`config.mk`:
```
export PLATFORM = sky130hd
export DESIGN_NAME = csr_reporter
export DESIGN_NICKNAME = d
export VERILOG_FILES = /design/src/core/csr_pkg.sv /design/src/core/csr_reporter.sv /design/src/core/csr_encoder.sv
export SDC_FILE = /design/constraint.sdc
export NUM_CORES = 1
export LEC_CHECK = 0
export ABC_AREA = 1
export CAP_MARGIN = 20
export CORE_MARGIN = 4
export CORE_UTILIZATION = 61
export DETAILED_ROUTE_END_ITERATION = 8
export DONT_BUFFER_PORTS = 1
export GPL_ROUTABILITY_DRIVEN = 0
export GPL_TIMING_DRIVEN = 0
export PLACE_DENSITY_LB_ADDON = 0.15
export SYNTH_ARGS = -nofsm -noshare
export SYNTH_HDL_FRONTEND = slang
export SYNTH_SLANG_ARGS = --single-unit
```
`constraint.sdc`:
```
create_clock -name mclk -period 2 [get_ports mclk]
set_clock_uncertainty 0.1 [all_clocks]
set_input_delay 0.2 -clock mclk [delete_from_list [all_inputs] [get_ports mclk]]
set_output_delay 0.2 -clock mclk [all_outputs]
set_load 0.02 [all_outputs]
```
`src/core/csr_pkg.sv`:
```
// Package for the charge status pulse reporter
// Assumes a 250 MHz mclk; all times are turned into cycle counts here
package csr_pkg;
    // ************************************************************
    // Timing
    // ************************************************************
    localparam int CLK_PERIOD_PS = 4000;
    localparam int STROBE_MIN_NS = 200;
    localparam int STROBE_MIN_CYC = (STROBE_MIN_NS * 1000 + CLK_PERIOD_PS - 1)
        / CLK_PERIOD_PS;
    // Report start delay, pulse period and low time (plain defaults)
    localparam int REPORT_DELAY_NS = 1000;
    localparam int REPORT_DELAY_CYC = REPORT_DELAY_NS * 1000 / CLK_PERIOD_PS;
    localparam int PULSE_PERIOD_NS = 400;
    localparam int PULSE_PERIOD_CYC = PULSE_PERIOD_NS * 1000 / CLK_PERIOD_PS;
    localparam int PULSE_LOW_CYC = PULSE_PERIOD_CYC / 2;
    localparam int STROBE_MAX_NS = 20000;
    localparam int STROBE_MAX_CYC = STROBE_MAX_NS * 1000 / CLK_PERIOD_PS;
    localparam int CNT_W = 16;

    // ************************************************************
    // Pulse count codes
    // ************************************************************
    localparam logic [4:0] CODE_DIE_HOT = 5'h01;
    localparam logic [4:0] CODE_BAT_TEMP = 5'h02;
    localparam logic [4:0] CODE_OVER_VOLT = 5'h03;
    localparam logic [4:0] CODE_ADP_BASE = 5'h05;
    localparam logic [4:0] CODE_USB_HIGH_CURRENT_BASE = 5'h0D;
    localparam logic [4:0] CODE_USB_LOW_CURRENT_BASE = 5'h12;
    localparam logic [4:0] CODE_ERROR = 5'h17;

    typedef enum logic [1:0] {SRC_NONE, SRC_ADAPTER, SRC_USB_HIGH_CURRENT, SRC_USB_LOW_CURRENT}
        csr_src_e;
    typedef enum logic [2:0] {PH_COND, PH_REDUCE, PH_CC, PH_THERMAL, PH_CV,
        PH_DONE} csr_phase_e;

    // Charger state as seen by the reporter
    typedef struct packed {
        logic dieHot;
        logic batTempFault;
        logic overVolt;
        logic watchdogOut;
        csr_src_e source;
        csr_phase_e phase;
    } csr_state_s;
endpackage

```
`src/core/csr_reporter.sv`:
```
// Single-wire pulse count status reporter, device end
// Assumes an external pull-up on the line and line input synchronous to mclk
// Behaviour
// - Reply starts only after strobe rising edge plus report start delay.
// - Reply is low pulses at a fixed pulse period.
// - Each request gives exactly one reply selecting one of 22 states.
// - Counts 1-3 faults, 4 unused, 5-12 adapter states.
// - Counts 13-17 report high-current USB phases in order.
// - Counts 18-22 low-current USB phases; 23 is report error.
// - Line is active low, idle high; parties only pull low or release.
// - Same line senses the strobe and then carries the reply.
// - Over-voltage fault is readable through the report only while no die or battery temperature fault is set.
// - Watchdog codes appear only in adapter charging.
`timescale 1ns/100ps
module csr_reporter
    import csr_pkg::*;
#(
    parameter int DELAY_CYC = REPORT_DELAY_CYC,
    parameter int PERIOD_CYC = PULSE_PERIOD_CYC,
    parameter int STRB_MAX_CYC = STROBE_MAX_CYC
)
(
    // Clock and reset
    input wire logic mclk,
    input wire logic reset_n,
    // Charger state
    input wire csr_state_s chgState,
    // Shared status line
    input wire logic lineIn,
    output logic lineOut,
    output logic lineOe_n,
    // Activity
    output logic busy
);
    // ************************************************************
    // State
    // ************************************************************
    typedef enum logic [1:0] {ST_IDLE, ST_STROBE, ST_DELAY, ST_PULSE}
        csr_fsm_e;
    csr_fsm_e state_r, state_nxt;
    logic [CNT_W-1:0] timer_r, timer_nxt;
    logic [4:0] left_r, left_nxt;
    logic [4:0] code;
    logic lineOe_n_r, lineOe_n_nxt;
    logic busy_r, busy_nxt;

    csr_encoder u_enc (
        .chgState(chgState),
        .count(code)
    );

    // ************************************************************
    // Sequencer
    // ************************************************************
    // Next state: sense strobe, wait, then pulse the count out
    always_comb begin
        state_nxt = state_r;
        timer_nxt = timer_r;
        left_nxt = left_r;
        lineOe_n_nxt = 1'b1;
        busy_nxt = 1'b1;
        case (state_r)
            ST_IDLE: begin
                busy_nxt = 1'b0;
                timer_nxt = '0;
                if (!lineIn) begin
                    state_nxt = ST_STROBE;
                    busy_nxt = 1'b1;
                end
            end
            ST_STROBE: begin
                if (timer_r != CNT_W'(STRB_MAX_CYC)) begin
                    timer_nxt = timer_r + 1'b1;
                end
                if (lineIn) begin
                    state_nxt = ST_DELAY;
                    timer_nxt = '0;
                    // Overlong strobe gives the error report
                    left_nxt = (timer_r >= CNT_W'(STRB_MAX_CYC)) ?
                        CODE_ERROR : code;
                end
            end
            ST_DELAY: begin
                timer_nxt = timer_r + 1'b1;
                if (timer_r == CNT_W'(DELAY_CYC - 1)) begin
                    state_nxt = ST_PULSE;
                    timer_nxt = '0;
                end
            end
            ST_PULSE: begin
                // Low for the first half of each period
                lineOe_n_nxt = (timer_r >= CNT_W'(PERIOD_CYC / 2));
                timer_nxt = timer_r + 1'b1;
                if (timer_r == CNT_W'(PERIOD_CYC - 1)) begin
                    timer_nxt = '0;
                    left_nxt = left_r - 5'h01;
                    if (left_r == 5'h01) begin
                        state_nxt = ST_IDLE;
                        busy_nxt = 1'b0;
                    end
                end
            end
            default: begin
                state_nxt = ST_IDLE;
                busy_nxt = 1'b0;
            end
        endcase
    end

    // Registers
    always_ff @(posedge mclk or negedge reset_n) begin
        if (!reset_n) begin
            state_r <= ST_IDLE;
            timer_r <= '0;
            left_r <= '0;
            lineOe_n_r <= 1'b1;
            busy_r <= 1'b0;
        end else begin
            state_r <= state_nxt;
            timer_r <= timer_nxt;
            left_r <= left_nxt;
            lineOe_n_r <= lineOe_n_nxt;
            busy_r <= busy_nxt;
        end
    end

    // Only ever pulls low
    assign lineOut = 1'b0;
    assign lineOe_n = lineOe_n_r;
    assign busy = busy_r;
endmodule

```
`src/core/csr_encoder.sv`:
```
// Maps the charger state onto one pulse count
// Assumes the state input is stable while it is sampled
`timescale 1ns/100ps
module csr_encoder
    import csr_pkg::*;
(
    // Charger state
    input wire csr_state_s chgState,
    // Pulse count
    output logic [4:0] count
);
    // ************************************************************
    // Encoding
    // ************************************************************
    // Faults first, then the source dependent charge phase
    always_comb begin
        count = CODE_ERROR;
        if (chgState.dieHot) begin
            count = CODE_DIE_HOT;
        end else if (chgState.batTempFault) begin
            count = CODE_BAT_TEMP;
        end else if (chgState.overVolt) begin
            count = CODE_OVER_VOLT;
        end else begin
            case (chgState.source)
                SRC_ADAPTER: begin
                    // Watchdog codes only in adapter mode
                    case (chgState.phase)
                        PH_COND: count = chgState.watchdogOut ? 5'h05 : 5'h06;
                        PH_CC: count = chgState.watchdogOut ? 5'h07 : 5'h09;
                        PH_THERMAL: count = 5'h08;
                        PH_CV: count = chgState.watchdogOut ? 5'h0A : 5'h0B;
                        PH_DONE: count = 5'h0C;
                        default: count = CODE_ERROR;
                    endcase
                end
                SRC_USB_HIGH_CURRENT, SRC_USB_LOW_CURRENT: begin
                    // Five USB phases in order
                    case (chgState.phase)
                        PH_COND: count = 5'h00;
                        PH_REDUCE: count = 5'h01;
                        PH_CC: count = 5'h02;
                        PH_CV: count = 5'h03;
                        PH_DONE: count = 5'h04;
                        default: count = 5'h1F;
                    endcase
                    if (count == 5'h1F) begin
                        count = CODE_ERROR;
                    end else if (chgState.source == SRC_USB_HIGH_CURRENT) begin
                        count = count + CODE_USB_HIGH_CURRENT_BASE;
                    end else begin
                        count = count + CODE_USB_LOW_CURRENT_BASE;
                    end
                end
                default: count = CODE_ERROR;
            endcase
        end
    end
endmodule

```
* Word level (Yosys, flattened, before mapping)
Cells that the tools add are included.
Widths: inputs -> output; s select.
** Storage, ports and cells
- Bits in writable memories :: 0
- Bits in latches :: 0
- Bits in read-only memories :: 0
- Bits in registers :: 25
- Bits of input ports :: 12
- Memories :: 0
** Cells by class
- Order comparisons :: 2
- Multiply operators :: 0
- Equality and inequality tests :: 22
- Shift operators :: 0
- Reduce and logical (&&, ||, !) cells :: 6
- Add/subtract/negate cells :: 4
- Div/mod/pow operators :: 0
- Muxes and demuxes :: 35
- Bitwise gates (word level) :: 0
** Operators with widths (count)
- $mux 16 :: 4
- $pmux 16 s4 :: 1
- $mux 5 :: 12
- $pmux 5 s5 :: 2
- $pmux 5 s2 :: 2
- $add 16x1->16 const B :: 1
- $eq 16x7->1 const B :: 1
- $eq 16x8->1 const B :: 1
- $ge 16x13->1 const B :: 1
- $ge 16x6->1 const B :: 1
- $ne 16x13->1 const B :: 1
- $mux 2 :: 6
- $ne 2x2->1 const B :: 5
- $eq 2x2->1 const B :: 4
- $pmux 2 s4 :: 1
- $eq 3x2->1 const B :: 2
- $eq 3x3->1 const B :: 2
- $add 5x4->5 const B :: 1
- $add 5x5->5 const B :: 1
- $eq 5x1->1 const B :: 1
- $eq 5x5->1 const B :: 1
- $mux 1 :: 5
- $reduce_and 5->1 :: 1
- $sub 5x1->5 const B :: 1
- other kinds (10) :: 11

* Longest topological paths before layout
- Depth after elaboration :: 16
- Gate-level depth with buffers :: 13
- Depth with buffers taken out :: 13

* Hierarchy
A second synthesis with hierarchy kept.
** Unflattened totals
- Cells, all modules :: 376
- Area, all modules :: 2456.1 um^2
** By module, submodules not included
- csr_reporter :: cells an instance 304, sequential area each 626.9 um^2, instances 1, area an instance 2058.2 um^2
- csr_encoder :: cells an instance 72, sequential area each 0.0 um^2, instances 1, area an instance 397.9 um^2

* Worst setup path after synthesis
No wires, ideal clock.
- Path kind :: reg-to-reg
- Start :: reg state_r[1]
- End :: reg left_r[3]
- Arrival :: 1.457 ns
- Setup slack :: 0.321 ns
- Required time :: 1.778 ns
- Cell stages (with the launch flop) :: 9
- Library setup time :: 0.122 ns
- Cells stage by stage :: dfrtp_1 > inv_1 > ha_1 > inv_1 > nor2_1 > inv_1 > nand3_4 > nand2_1 > a21boi_2
** On the way
- Cells in the longest elaborated chain, start to end :: 3
- Elaborated cells between the ends (all ways) :: 7
- Classes of those cells :: 4 x eq/ne; 1 x mux; 2 x reduce/logical
** RTL lines
- start, declared :: line csr_reporter.sv:40 : csr_fsm_e state_r, state_nxt;
- start signal, assigned :: line csr_reporter.sv:119 : state_r <= state_nxt;
- $eq 2x2->1 / $eq 2x1->1 (equally long branches) :: line csr_reporter.sv:62 : case (state_r)
- $ne 2x2->1 (no line) / $reduce_bool 2->1 (equally long branches)
- $reduce_and 3->1 (no line)
- end signal, assigned :: line csr_reporter.sv:121 : left_r <= left_nxt;
- end, declared :: line csr_reporter.sv:42 : logic [4:0] left_r, left_nxt;
Parallel ways exist; a longest one is shown, timed or not.
A chain may end at the register's enable or synchronous reset.

* Worst setup path in the final report
- Start :: reg state_r[1]
- End :: reg timer_r[4]
** On the way
- Cells in the longest elaborated chain, start to end :: 2
- Elaborated cells between the ends (all ways) :: 6
- Classes of those cells :: 4 x eq/ne; 1 x mux; 1 x reduce/logical
** RTL lines
- $eq 2x2->1 (tied with other cells) :: line csr_reporter.sv:62
- $pmux 16 s4 / $ne 3x3->1 (equally long branches)
- end signal, assigned :: line csr_reporter.sv:120 : timer_r <= timer_nxt;
- end, declared :: line csr_reporter.sv:41 : logic [CNT_W-1:0] timer_r, timer_nxt;
Parallel ways exist; a longest one is shown, timed or not.

==> out/metrics.yaml <==
timing.hold.ws_ns: -0.0168
crit_arrival_ns: 2.04
io_buffers: 0
drt_pre_antenna_iters: 4
required_ns: 2.18
initial_utilization: 0.647
netlist_area_um2: 2210
drive_above_1_share: 0.118
hp-class: "primary input to register"
cts.reportedPaths.clkPinSlew_ns: 0.14
critPathLaunch: "state_r[1]"
peakVddDrop_mv: 0.410
vias: 2015
grt_max_degree: 26
setup-violations-final: 0
overflow: 0
multi_input_area_um2: 1370
tns_ns: 0
post-cts-setup-buffers: 0
clock_latency_ns: 0.33
timing_hold_violations_final: 1
drtIter0Drc: 107
fin_nets: 365
setup_slack_ns: 0.133
worstHoldStart: "lineIn"
path_max_fanout: 8
worstSetupPathType: "register to register"
syn_inst: 332
die_x_um: 68.2
path_cells: "inv_1 > ha_2 > inv_1 > nor2_2 > inv_1 > nand3_4 > nand2_4 > nand2_2 > nand2_1 > inv_1"
grt_pass1_vias: 1875
violations: "hold timing"
drt.antenna.violating_nets: 0
most-common-layout-cells: "94 x nand2_1, 50 x inv_1, 35 x nand3_1"
syn_area_per_cell_um2: 6.65
grt_usage: 0.223
remaining_drc_errors: 0
fin_cells: 386
post_drt_wl_per_cell_um: 12.0
coreArea_um2: 3420
final_common_cell: "nand2_1"
cts-root-buf: "clkbuf_4"
antenna_found_initial: 0
pre_cts_slack_ns: 0.0518
crit_path_frequent_cell: "inv_1"
yosysWarnings: 0
yosys_register_bits: 25
grt_pass1_wl_um: 8020
syn-num-nets: 356
fp-row-count: 21
fp.dieH_um: 68.2
cts_buffer_depth: 2
maxSlewViolCount: 0
period_minus_slack_ns: 1.87
ys_types: 33
postCtsHoldBufs: 4
cts_tree: "built"
maxCapViolCount: 0
r2r-start: "state_r[1]"
slowest_stage: "dfrtp_1"
die-area_um2: 4650
finalWirelength_um: 4640
power_w: 0.00201
cts_buffers: 3
htree_levels: 1
antenna_cells: 0
fmax_ghz: 0.536
yosysSeqAreaShare: 0.284
dp_hpwl_um: 3540
fin_crit_sh: 0.933
cellPowerDensity_nw_per_um2: 856
seqCellArea_um2: 627
fillers: 294
startpoint_type: "register"
io_pins: 15
viasPerCell: 5.22
crit_path_max_incr_delay_ns: 0.44
run_status: "finished with violations"
clkSinkCount: 25
cp-end-kind: "register"
syn_to_final_growth_pct: 6.29
dp.cells: 378
p_leak_nw: 1.24
[routing by layer]
metal	track usage	share of wire	wire length (um)	vias up
met3	0.0345	0.049	225	5
li1	-	-	-	1067
met2	0.383	0.47	2180	45
met4	0.0422	0.0082	38	0
met1	0.296	0.47	2190	898
met5	0	0	0	-
[cells by family (layout without fill, tap and decap cells)]
logic type               Yosys count  after routing  share of synthesized area
XOR/XNOR                          11             11                     0.0470
buffers and inverters             55             63                     0.0980
AND/OR/NAND/NOR                  197            197                      0.423
flip-flops                        25             25                      0.284
other                              1              1                    0.00170
AO/OA/AOI/OAI                     31             31                     0.0782
adder cells (fa/ha/maj)           12             12                     0.0680
[path summary, 6_finish.rpt]
path	to	slack (ns)	cells past startpoint
setup / recovery	timer_r[4]	0.13	10
hold / removal	timer_r[1]	-0.02	3
setup reg to reg	timer_r[4]	0.13	10
hold reg to reg	left_r[1]	0.41	2
max in group asynchronous	lineOe_n	1.40	2
min in group asynchronous	timer_r[6]	0.18	2
[where the power goes]
part           internal [W]  total [W]  switching, W
sequential         0.000615   0.000716      0.000102
combinational      0.000371    0.00106      0.000690
clock             0.0000783   0.000232      0.000154
total               0.00106    0.00201      0.000945
[critical path, delay by kind of cell (launching register included)]
| family | cells | cell delay (ns) |
|---|---|---|
| adder cells (fa/ha/maj) | 1 | 0.26 |
| flip-flops | 1 | 0.44 |
| buffers and inverters | 4 | 0.42 |
| AND/OR/NAND/NOR | 5 | 0.58 |
[final cells by class]
type                       count  area share
clock buffer                   4      0.0112
tap                           46      0.0245
sequential                    25       0.267
buffer                         4      0.0107
timing repair buffer           4      0.0213
inverter                      51      0.0816
multi-input combinational    252       0.584
[synthesized netlist by cell type]
master / instances / area [um^2]
nor3_1: 3 / 15.0
a21oi_2: 1 / 8.76
nand2_2: 7 / 43.8
buf_2: 2 / 10.0
nand2_1: 94 / 353
nand4_1: 10 / 62.6
xor2_2: 1 / 16.3
buf_4: 2 / 15.0
conb_1: 1 / 3.75
nand3_2: 2 / 20.0
nand3_4: 2 / 35.0
dfstp_2: 1 / 26.3
o22ai_1: 1 / 6.26
a21boi_2: 1 / 11.3
xor2_1: 5 / 43.8
xnor2_1: 5 / 43.8
and3_1: 1 / 6.26
o21ai_1: 3 / 15.0
nor4_1: 1 / 6.26
ha_1: 12 / 150
nor2_1: 29 / 109
inv_1: 50 / 188
nand2_4: 2 / 22.5
nor3_2: 2 / 20.0
inv_2: 1 / 3.75
o21a_1: 1 / 7.51
dfrtp_1: 24 / 601
o21ai_2: 1 / 8.76
o21ai_0: 9 / 45.0
nor2_4: 2 / 22.5
a21oi_1: 14 / 70.1
nand3_1: 35 / 175
nor2_2: 7 / 43.8
[flip-flops by register name, indices dropped and copies added (netlist names)]
name      cells
left_r        5
lineOe_n      1
busy          1
timer_r      16
state_r       2
[repair_timing]
action | CTS | global route
setup endpoints to repair | 0 | 16
endpoints found under the hold margin | 27 | 1
resized for setup | 0 | 2
[metrics by stage]
| stage | cell area [um^2] | hold slack (ns) | util |
|---|---|---|---|
| floorplan | 2210 | -0.196 | - |
| global placement | 2270 | -0.195 | 0.663 |
| detailed placement | 2270 | -0.195 | 0.663 |
| CTS | 2340 | 0.00288 | 0.686 |
| global route | 2350 | -0.00419 | 0.687 |
| finish | 2350 | -0.0168 | 0.687 |
No activity file was read; power rests on OpenSTA's default activity.
